`src/logic/dazfc_pkg.sv`:
```
// Constants for the attenuation / zero flag control block.
// Assumes a single 20 MHz clock and a register port fed by the serial
// control decoder.
// Behaviour
// Mode 0: 0.5 dB steps from 0 dB to -63 dB, then mute
// Mode 1: 1 dB steps from 0 dB to -100 dB, then mute
// De-emphasis field: 00 off, 01 48k, 10 44.1k, 11 32k
// Shared pin carries zero flag 2, or analog mute when selected
// Flags per channel, or left OR right / left AND right
// Zero flags high on detect, or low when polarity bit set
// Applied level moves one step every 8 sample periods toward target
// Attenuation equals step times (level code minus 255)
// Codes 0..128 mute in fine mode, 0..154 in wide mode
// Level registers reset to all ones, meaning 0 dB
// Register 18 sets channel 1, register 19 sets channel 2
// Soft mute ramps to mute, release ramps back; mute has priority
// Target change mid-ramp continues from the applied level
`default_nettype none
package dazfc_pkg;
  localparam int          ADDR_W       = 7;
  localparam logic [6:0]  ADDR_CFG     = 7'h16;
  localparam logic [6:0]  ADDR_RSVD    = 7'h17;
  localparam logic [6:0]  ADDR_LVL1    = 7'h18;
  localparam logic [6:0]  ADDR_LVL2    = 7'h19;
  localparam int          BIT_MODE     = 7;
  localparam int          BIT_DEEMPH_RATE_SEL_HI  = 5;
  localparam int          BIT_DEEMPH_RATE_SEL_LO  = 4;
  localparam int          BIT_PINSEL   = 3;
  localparam int          BIT_COMBO    = 1;
  localparam int          BIT_POL      = 0;
  localparam logic [7:0]  CFG_WMASK    = 8'hBB;
  localparam logic [7:0]  CFG_RESET    = 8'h00;
  localparam logic [7:0]  LVL_RESET    = 8'hFF;
  localparam logic [7:0]  LVL_MAX      = 8'hFF;
  localparam logic [7:0]  MUTE_FINE    = 8'h80;
  localparam logic [7:0]  MUTE_WIDE    = 8'h9A;
  localparam int          STEP_SAMPLES = 8;
  localparam logic [8:0]  HALF_DB_OCT  = 9'h00C;
  localparam logic [1:0]  DEEMPH_RATE_SEL_OFF     = 2'h0;
  localparam logic [1:0]  DEEMPH_RATE_SEL_48K     = 2'h1;
  localparam logic [1:0]  DEEMPH_RATE_SEL_44K1    = 2'h2;
  localparam logic [1:0]  DEEMPH_RATE_SEL_32K     = 2'h3;
  typedef enum logic [1:0] {
    DAZFC_DE_OFF, DAZFC_DE_48K, DAZFC_DE_44K1, DAZFC_DE_32K
  } dazfc_deemph_rate_sel_t;
endpackage
`default_nettype wire

```
`src/logic/dazfc_top.sv`:
```
// Per-channel soft attenuator with zero flag routing and config registers.
// Assumes fs_tick is a one-cycle pulse per sample period from the audio
// timing logic and zero detect levels come from logic on mclk.
`timescale 1ns/10ps
`default_nettype none
module dazfc_top
  import dazfc_pkg::*;
#(
  parameter int DW = 24
) (
  input  wire logic              mclk,
  input  wire logic              resetn,
  input  wire logic [ADDR_W-1:0] reg_addr,
  input  wire logic [7:0]        reg_wdata,
  input  wire logic              reg_wr,
  input  wire logic              reg_rd,
  output logic      [7:0]        reg_rdata,
  input  wire logic              fs_tick,
  input  wire logic [1:0]        soft_mute_ctl,
  input  wire logic              in_valid,
  output logic                   in_ready,
  input  wire logic [DW-1:0]     in_left,
  input  wire logic [DW-1:0]     in_right,
  output logic                   out_valid,
  input  wire logic              out_ready,
  output logic      [DW-1:0]     out_left,
  output logic      [DW-1:0]     out_right,
  input  wire logic              zero_det_l,
  input  wire logic              zero_det_r,
  input  wire logic              analog_mute_out,
  output logic                   zero_flag_out1,
  output logic                   flag_pin_out,
  output logic                   deemph_en,
  output dazfc_deemph_rate_sel_t            deemph_rate_sel
);
  localparam logic [2:0] STEP_LAST = 3'(STEP_SAMPLES - 1);

  // Q15 gains for 0..11 half-dB steps; each further 12 steps halve it
  function automatic logic [15:0] frac_gain(input logic [3:0] r);
    case (r)
      4'h0: frac_gain = 16'h8000;
      4'h1: frac_gain = 16'h78D7;
      4'h2: frac_gain = 16'h7215;
      4'h3: frac_gain = 16'h6BB3;
      4'h4: frac_gain = 16'h65AD;
      4'h5: frac_gain = 16'h5FFD;
      4'h6: frac_gain = 16'h5A9E;
      4'h7: frac_gain = 16'h558C;
      4'h8: frac_gain = 16'h50C3;
      4'h9: frac_gain = 16'h4C3F;
      4'hA: frac_gain = 16'h47FB;
      default: frac_gain = 16'h43F4;
    endcase
  endfunction

  function automatic logic [7:0] mute_code(input logic mode);
    mute_code = mode ? MUTE_WIDE : MUTE_FINE;
  endfunction

  function automatic logic [DW-1:0] scale(input logic [DW-1:0] s,
                                          input logic [7:0] code,
                                          input logic mode);
    logic [8:0]     att;
    logic [8:0]     oct;
    logic [15:0]    g;
    logic [DW+16:0] p;
    att = {1'b0, LVL_MAX - code};
    if (mode) att = {att[7:0], 1'b0};
    oct = att / HALF_DB_OCT;
    g = frac_gain(4'(att % HALF_DB_OCT)) >> oct;
    p = (DW+17)'($signed(s) * $signed({1'b0, g}));
    if (code <= mute_code(mode)) scale = '0;
    else scale = p[DW+14:15];
  endfunction

  // Registers
  logic [7:0] cfg_q, cfg_d;
  logic [7:0] lvl_q [2];
  logic [7:0] lvl_d [2];
  logic [7:0] rd_q, rd_d;

  always_comb begin
    cfg_d = cfg_q;
    lvl_d = lvl_q;
    rd_d  = rd_q;
    if (reg_wr) begin
      case (reg_addr)
        ADDR_CFG:  cfg_d = reg_wdata & CFG_WMASK;
        ADDR_LVL1: lvl_d[0] = reg_wdata;
        ADDR_LVL2: lvl_d[1] = reg_wdata;
        default: ;
      endcase
    end
    if (reg_rd) begin
      case (reg_addr)
        ADDR_CFG:  rd_d = cfg_q;
        ADDR_LVL1: rd_d = lvl_q[0];
        ADDR_LVL2: rd_d = lvl_q[1];
        default:   rd_d = '0; // Reserved gap and unmapped read as zero
      endcase
    end
  end

  always_ff @(posedge mclk or negedge resetn) begin
    if (!resetn) begin
      cfg_q    <= CFG_RESET;
      lvl_q[0] <= LVL_RESET;
      lvl_q[1] <= LVL_RESET;
      rd_q     <= '0;
    end else begin
      cfg_q <= cfg_d;
      lvl_q <= lvl_d;
      rd_q  <= rd_d;
    end
  end
  assign reg_rdata = rd_q;

  logic mode;
  assign mode = cfg_q[BIT_MODE];

  // Ramp: applied codes move one code per step period toward target
  logic [2:0] tick_q, tick_d;
  logic [7:0] app_q [2];
  logic [7:0] app_d [2];
  logic [7:0] tgt   [2];

  always_comb begin
    tick_d = tick_q;
    app_d  = app_q;
    for (int c = 0; c < 2; c++) begin
      // Mute overrides the level; the level itself is kept untouched
      if (soft_mute_ctl[c] || lvl_q[c] < mute_code(mode))
        tgt[c] = mute_code(mode);
      else
        tgt[c] = lvl_q[c];
    end
    if (fs_tick) begin
      tick_d = tick_q + 3'h1;
      if (tick_q == STEP_LAST) begin
        for (int c = 0; c < 2; c++) begin
          // Always steps from the applied code, never jumps
          if (app_q[c] < tgt[c]) app_d[c] = app_q[c] + 8'h01;
          else if (app_q[c] > tgt[c]) app_d[c] = app_q[c] - 8'h01;
        end
      end
    end
  end

  always_ff @(posedge mclk or negedge resetn) begin
    if (!resetn) begin
      tick_q   <= '0;
      app_q[0] <= LVL_RESET;
      app_q[1] <= LVL_RESET;
    end else begin
      tick_q <= tick_d;
      app_q  <= app_d;
    end
  end

  // Two-entry buffer ahead of the gain stage
  logic [2*DW-1:0] buf_q [2];
  logic [2*DW-1:0] buf_d [2];
  logic            wp_q, wp_d, rp_q, rp_d;
  logic [1:0]      cnt_q, cnt_d;
  logic            ov_q, ov_d;
  logic [DW-1:0]   ol_q, ol_d, or_q, or_d;
  logic            push, pop;

  assign in_ready = (cnt_q != 2'h2);
  assign push     = in_valid && in_ready;
  // Stall by the receiver holds the output, filling the buffer behind it
  assign pop      = (cnt_q != 2'h0) && (!ov_q || out_ready);

  always_comb begin
    buf_d = buf_q;
    wp_d  = wp_q;
    rp_d  = rp_q;
    cnt_d = cnt_q;
    ov_d  = ov_q;
    ol_d  = ol_q;
    or_d  = or_q;
    if (push) begin
      buf_d[wp_q] = {in_left, in_right};
      wp_d = ~wp_q;
    end
    if (out_ready) ov_d = 1'b0;
    if (pop) begin
      rp_d = ~rp_q;
      ov_d = 1'b1;
      ol_d = scale(buf_q[rp_q][2*DW-1:DW], app_q[0], mode);
      or_d = scale(buf_q[rp_q][DW-1:0], app_q[1], mode);
    end
    cnt_d = cnt_q + {1'b0, push} - {1'b0, pop};
  end

  always_ff @(posedge mclk or negedge resetn) begin
    if (!resetn) begin
      buf_q[0] <= '0;
      buf_q[1] <= '0;
      wp_q     <= 1'b0;
      rp_q     <= 1'b0;
      cnt_q    <= '0;
      ov_q     <= 1'b0;
      ol_q     <= '0;
      or_q     <= '0;
    end else begin
      buf_q <= buf_d;
      wp_q  <= wp_d;
      rp_q  <= rp_d;
      cnt_q <= cnt_d;
      ov_q  <= ov_d;
      ol_q  <= ol_d;
      or_q  <= or_d;
    end
  end
  assign out_valid = ov_q;
  assign out_left  = ol_q;
  assign out_right = or_q;

  // Flag routing, registered so the pins never glitch
  logic z1_q, z1_d, pin_q, pin_d;
  logic f1, f2;

  always_comb begin
    if (cfg_q[BIT_COMBO]) begin
      f1 = zero_det_l | zero_det_r;
      f2 = zero_det_l & zero_det_r;
    end else begin
      f1 = zero_det_l;
      f2 = zero_det_r;
    end
    z1_d  = f1 ^ cfg_q[BIT_POL];
    // Analog mute keeps its own sense; polarity applies to zero flags only
    pin_d = cfg_q[BIT_PINSEL] ? analog_mute_out
                              : (f2 ^ cfg_q[BIT_POL]);
  end

  always_ff @(posedge mclk or negedge resetn) begin
    if (!resetn) begin
      z1_q  <= 1'b0;
      pin_q <= 1'b0;
    end else begin
      z1_q  <= z1_d;
      pin_q <= pin_d;
    end
  end
  assign zero_flag_out1 = z1_q;
  assign flag_pin_out   = pin_q;

  // De-emphasis selection to the filter
  always_comb begin
    case (cfg_q[BIT_DEEMPH_RATE_SEL_HI:BIT_DEEMPH_RATE_SEL_LO])
      DEEMPH_RATE_SEL_48K:  deemph_rate_sel = DAZFC_DE_48K;
      DEEMPH_RATE_SEL_44K1: deemph_rate_sel = DAZFC_DE_44K1;
      DEEMPH_RATE_SEL_32K:  deemph_rate_sel = DAZFC_DE_32K;
      default:   deemph_rate_sel = DAZFC_DE_OFF;
    endcase
  end
  assign deemph_en = (cfg_q[BIT_DEEMPH_RATE_SEL_HI:BIT_DEEMPH_RATE_SEL_LO] != DEEMPH_RATE_SEL_OFF);
endmodule
`default_nettype wire

```
`config.mk`:
```
export PLATFORM = sky130hd
export DESIGN_NAME = dazfc_top
export DESIGN_NICKNAME = d
export VERILOG_FILES = /design/src/logic/dazfc_pkg.sv /design/src/logic/dazfc_top.sv
export SDC_FILE = /design/constraint.sdc
export NUM_CORES = 2
export LEC_CHECK = 0
export BUFFER_PORTS_ARGS = -buffer_cell sky130_fd_sc_hd__buf_4
export CAP_MARGIN = 15
export CORE_UTILIZATION = 55
export DETAILED_ROUTE_END_ITERATION = 8
export GPL_ROUTABILITY_DRIVEN = 1
export MAX_ROUTING_LAYER = met4
export PLACE_DENSITY = 0.79
export SYNTH_ARGS = -nofsm -noshare
export SYNTH_HDL_FRONTEND = slang
export SYNTH_SLANG_ARGS = --single-unit
```
`constraint.sdc`:
```
create_clock -name mclk -period 19.04 [get_ports mclk]
set_input_delay 0.952 -clock mclk [delete_from_list [all_inputs] [get_ports mclk]]
set_output_delay 0.952 -clock mclk [all_outputs]
set_load 0.005 [all_outputs]
```
# After elaboration in Yosys (flattened, before gate mapping)
# Memory sizes are Yosys's and may differ from the RTL's.
# Index checks and enable logic that the tools add are counted.
# totals
ramBits	0
romBits	512
out_inout_bits	63
latch_bits	0
mem_count	2
wordCells	108
ff_bits	200
input_bits	75
# op_classes
eq_ne	8
div	4
n_bitwise	8
mux	28
n_shift	2
order_cmp	11
n_addsub	9
mul	2
n_reduce_logical	17
# mem_list
memory	words	word_bits	rd	rd_ports_with_merged_regs	wr	line	rtl
(no name shown)	16	16	1	0	0	dazfc_top.sv:40	case (r)
(no name shown)	16	16	1	0	0	dazfc_top.sv:40	
# op_table
cell	count
$mux W48	4
$bwmux W96	1
$mul A24 B17 Y39	2
$demux W48 S1	1
$mux W24	2
$mux W8	6
$mux W9	4
$lt A8 B8 Y1	4
$mux W16	2
$shr A16 B9 Y16	2
$pmux W8 S3	1
$eq A7 B5 Y1 const B	3
$div A9 B4 Y9 const B	2
$mod A9 B4 Y9 const B	2
$add A8 B1 Y8 const B	2
$gt A8 B8 Y1	2
$le A8 B8 Y1	2
$sub A8 B1 Y8 const B	2
$sub A8 B8 Y8 const A	2
$reduce_bool A2 Y1	5
$pmux W2 S3	1
$reduce_and A2 Y1	3
$reduce_and A3 Y1	2
$mux W1	5
other kinds (18)	27

# Logic depth before layout (Yosys ltp)
# An unclocked memory read counts as a cell.
# logic_depth
ltp_word	10
depth_mapped	45
depth_no_buf	39

# Least setup slack after synthesis
# No wires, ideal clock.
# synth_timing
path_kind	register -> register
from	register cfg_q[7]
to	register ol_q[23], in the netlist out_left[23]
path_buffers	6
slack_ps	8945
path_stages_with_launch	44
t_required_ps	18919
t_arrival_ps	9974
setup_time_ps	121
synth_period_minus_slack_ps	10095
path_cell_list	dfrtp_1 -> buf_6 -> buf_6 -> inv_2 -> buf_6 -> ha_1 -> nor2_1 -> clkbuf_1 -> nor2_1 -> a41oi_1 -> o21ai_0 -> a22oi_1 -> o21ai_1 -> buf_2 -> o211ai_1 -> a31o_2 -> o22ai_1 -> a22o_1 -> [... 8 more ...] -> fa_1 -> fa_1 -> inv_1 -> fa_1 -> inv_1 -> ha_1 -> and3_1 -> and3_1 -> a2111o_1 -> a2111oi_0 -> o41ai_1 -> a221oi_1 -> o2111ai_1 -> a21oi_1 -> inv_1 -> a21oi_1 -> xnor2_1 -> a22o_1
# synth_via
elab_chain_len	8
elab_cells_between_ends	11
cone_classes	mul (1); div (2); order compare (1); shift (1); mux (5); memory (1)
# synth_rtl
item	line	rtl
start, declared	dazfc_top.sv:77	logic [7:0] cfg_q, cfg_d;
start signal, assigned	dazfc_top.sv:111	cfg_q <= cfg_d;
$mux W9	dazfc_top.sv:68	if (mode) att = {att[7:0], 1'b0};
$mux W9	dazfc_top.sv:187	if (pop) begin
$mod A9 B4 Y9	dazfc_top.sv:70	g = frac_gain(4'(att % HALF_DB_OCT)) >> oct;
$mem_v2 Z16 W16	--	
$mux W16	dazfc_top.sv:187	
$shr A16 B9 Y16	dazfc_top.sv:70	
$mul A24 B17 Y39	dazfc_top.sv:71	p = (DW+17)'($signed(s) * $signed({1'b0, g}));
$mux W24 (*)	dazfc_top.sv:72	if (code <= mute_code(mode)) scale = '0;
end signal, assigned	dazfc_top.sv:212	ol_q <= ol_d;
end, declared	dazfc_top.sv:166	logic [DW-1:0] ol_q, ol_d, or_q, or_d;
# Mark *: on every way between the ends. The rest lies on a longest branch, timed or not. The select of a mux whose other input is x is not followed.
# A chain may end at the register's enable or synchronous reset.

# Worst setup path in the final report
# layout_timing
from	register cfg_q[7]
to	register or_q[23], in the netlist out_right[23]
# layout_via
elab_chain_len	8
elab_cells_between_ends	11
cone_classes	mul (1); div (2); order compare (1); shift (1); mux (5); memory (1)
# layout_rtl
item	line	rtl
$mux W9	dazfc_top.sv:68	
$mux W9	dazfc_top.sv:187	
$mod A9 B4 Y9	dazfc_top.sv:70	
$mem_v2 Z16 W16	--	
$mux W16	dazfc_top.sv:187	
$shr A16 B9 Y16	dazfc_top.sv:70	
$mul A24 B17 Y39	dazfc_top.sv:71	
$mux W24 (*)	dazfc_top.sv:72	
end signal, assigned	dazfc_top.sv:213	or_q <= or_d;
end, declared	dazfc_top.sv:166	
# Marked as above.

==> PnR_summary.wiki <==
{| class="wikitable"
! Metric !! Value
|-
| Final antenna-violating net count || 0
|-
| Dominant register cell in the synthesized netlist || sky130_fd_sc_hd__dfrtp_1
|-
| Crit end category || flip-flop
|-
| Outcome || finished clean
|-
| Destination of the worst register-to-register timing path || out_right[23]$_DFFE_PN0P_
|-
| CORE AREA || 0.07173 mm^2
|-
| Source-to-sink clock delay at the later pin of the worst-skew pair || between 0.5 and 0.6 ns
|-
| Detailed-route wire length per cell || 19.57 um
|-
| Path category of the worst min-delay check || primary input to async pin
|-
| Number of synthesized flops with an enable pin || 0
|-
| Core Rows || 98
|-
| Total vias in the final route || between 30000 and 40000
|-
| Cell at the root of the clock tree || sky130_fd_sc_hd__clkbuf_16
|-
| Part of the cycle the worst path needs || 63.10%
|-
| Most used cells in the layout excluding fill and tap cells || sky130_fd_sc_hd__inv_1, sky130_fd_sc_hd__fa_1, sky130_fd_sc_hd__nand2_1
|-
| Max capacitance violation total || 0
|-
| Total routing usage reported by global routing || 30.99%
|-
| Min cycle time layout || 12.01 ns
|-
| Actual slew at the worst max-slew pin || approximately 1.1 ns
|-
| Via count of the first global-routing pass || between 30000 and 40000
|-
| Vias per Instance || between 5 and 6
|-
| Initial antenna violation count || 1
|-
| Tightest hold margin || slightly above 0.4 ns
|-
| Number of clock buffers inserted by TritonCTS || 17
|-
| Slew Limit Fails || 0
|-
| Hold buffers post-CTS || 0
|-
| Setup CP Type || flip-flop to flip-flop
|-
| Max stage delay cell, worst path || sky130_fd_sc_hd__o21ai_2
|-
| Achievable frequency || approximately 83 MHz
|-
| Max incr delay on CP || roughly 0.85 ns
|-
| CTS tree || done
|-
| Pin count of the biggest net entering global routing || 80
|-
| Fill cell count || 6050
|-
| Yosys synthesis warning count || 0
|-
| Die Span X || 271.8 um
|-
| Number of sinks handled by clock tree synthesis || 200
|-
| Number of DRC markers in iteration 0 || 2670
|-
| Placed inst area || 0.04188 mm^2
|-
| Total of flip-flops plus latches after synthesis || 200
|-
| Clock-pin slew on the worst setup and hold paths || approximately 0.080 ns
|-
| Top fanout value on the critical path || 34
|-
| Final wirelength || 105600 um
|-
| Post-detailed-route DRC marker count || 0
|-
| RD Place Congestion || 0.9781
|-
| Number of setup violations in the final report || 0
|-
| Layout Cell Area excl Fill || 0.04246 mm^2
|-
| Initial DRT Pass Iterations || 9
|-
| Initial core utilization || 55.79%
|-
| Worst slew margin relative to its limit || 24.03%
|-
| Post-synthesis to final-layout area growth || 6.084%
|-
| Source of the worst register-to-register timing path || cfg_q[7]$_DFFE_PN0P_
|-
| Cell count after synthesis || ~4400
|-
| Logic depth of the worst register-to-register path || 38
|-
| Proportion of synthesized chip area in sequential cells || 12.61%
|-
| Deepest clock path buffer count || 2
|-
| Count of input and output buffers || 137
|-
| Remaining global-route overflow || 0
|-
| Combined area of all synthesized cells || 0.04002 mm^2
|-
| Flop2flop setup slack || 7.03 ns
|-
| Average cell area after synthesis || 9.115 um^2
|-
| Number of distinct library cell variants in the gate-level netlist after synthesis || between 100 and 150
|-
| Slack of the critical path || between 7 and 8 ns
|-
| Most common cell after layout, fill and taps aside || sky130_fd_sc_hd__inv_1
|-
| # H-tree levels || 4
|-
| Share of final-layout standard cells stronger than drive strength 1 || 11.66%
|-
| Crit path DAT || 12.43 ns
|-
| Count of cells resized by post-cts repair || 0
|-
| Pre-CTS setup slack || between 7 and 8 ns
|-
| Crit path top cell by count || sky130_fd_sc_hd__fa_1
|-
| Buffer count from post-CTS setup fixing || 0
|-
| Final hold viol count || 0
|-
| First-pass GRT wire length || 174300 um
|-
| Setup repair after global routing missed its margin || no
|-
| Post-Route Setup TNS || 0 ns
|-
| Chip Height || 271.8 um
|-
| Worst clock skew || 0.02849 ns
|-
| Top-Level Pins || 138
|-
| Detailed Place HPWL || 83530 um
|-
| Total number of nets in the final design || roughly 5500
|-
| Die area || ~0.074 mm^2
|-
| Critical path data required time || 19.46 ns
|-
| Share of flip-flops with an asynchronous set or reset after synthesis || 100.0%
|-
| Crit start category || flip-flop
|}
==> layer usage <==
layer	global-route usage [%]	part of all wire, %	vias up
li1	-	-	13780
met1	37.86	38	15490
met2	49.49	48	1434
met3	6.793	9.1	358
met4	13.39	5.1	0
met5	-	0	-
==> metrics by stage <==
stage	utilization [%]	cells
finish	59.19	5393
CTS	59.18	5391
global placement	58.37	5358
floorplan	-	4392
detailed placement	58.38	5359
global route	59.19	5392
==> sequential cells by signal, summed over array words and instances, names as in the netlist <==
| signal | cells |
|---|---|
| out_right | 24 |
| rp_q | 1 |
| flag_pin_out | 1 |
| wp_q | 1 |
| zero_flag_out1 | 1 |
| cnt_q | 2 |
| app_q | 16 |
| lvl_q | 16 |
| cfg_q | 6 |
| buf_q | 96 |
| tick_q | 3 |
| out_left | 24 |
| reg_rdata | 8 |
| out_valid | 1 |
==> worst max-delay path: cells and delay by family, from the launching register on <==
kind                     cells  cell delay, ns
AO/OA/AOI/OAI               14            4.68
XOR/XNOR                     1            0.18
adder cells (fa/ha/maj)      8            3.67
buffers and inverters        8            1.32
flip-flops                   1            0.66
AND/OR/NAND/NOR              7            1.35
==> cells by family (layout without fill, tap and decap cells) <==
logic type,Yosys count,count (layout),synth area share (%)
buf+inv,1098,1147,10.78
xor+xnor,112,112,2.520
compound gates,463,463,8.751
simple gates,1266,1266,13.58
other cells,1,4,0.009370
fa+ha+maj,977,977,44.20
mux,274,274,7.559
flops,200,200,12.61
==> Yosys cell counts (all sizes together) (41+ instances only) <==
master	number	area (um^2)
and2	57	356.6
inv	925	3472
a22o	48	420.4
nand2	586	2200
ha	248	3103
fa	728	14570
dfrtp	168	4204
mux2	187	2113
buf	98	561.8
clkbuf	75	281.5
a21oi	88	451.7
mux2i	87	912.1
xnor2	82	718.2
o21ai	74	415.4
nor2	420	1582
nor3	41	215.2
==> worst max-delay path by stage <==
stage	start	end	slack, ns	depth (start not counted)
2_1_floorplan	cfg_q[7]$_DFFE_PN0P_	out_left[23]$_DFFE_PN0P_	8.95	43
3_3_place_gp	cfg_q[7]$_DFFE_PN0P_	out_left[23]$_DFFE_PN0P_	6.77	35
3_5_place_dp	cfg_q[7]$_DFFE_PN0P_	out_left[23]$_DFFE_PN0P_	7.27	36
4_1_cts	cfg_q[7]$_DFFE_PN0P_	out_left[23]$_DFFE_PN0P_	7.21	36
5_1_grt	cfg_q[7]$_DFFE_PN0P_	out_left[23]$_DFFE_PN0P_	6.33	37
6_report	cfg_q[7]$_DFFE_PN0P_	out_right[23]$_DFFE_PN0P_	7.03	38
==> layout make-up <==
type | count | area (um^2) | area share, %
diodes | 2 | 5.005 | 0.01179
clock inverters | 13 | 132.6 | 0.3124
flip-flops and latches | 200 | 5050 | 11.89
well taps | 950 | 1189 | 2.800
inverters | 925 | 3472 | 8.178
clock buffers | 19 | 442.9 | 1.043
multi-input cells | 3094 | 30730 | 72.39
repair buffers | 190 | 1431 | 3.371
Power is left out: the tool's default activity adds up to more than one toggle a clock period on the data nets, which glitch-free logic cannot reach.
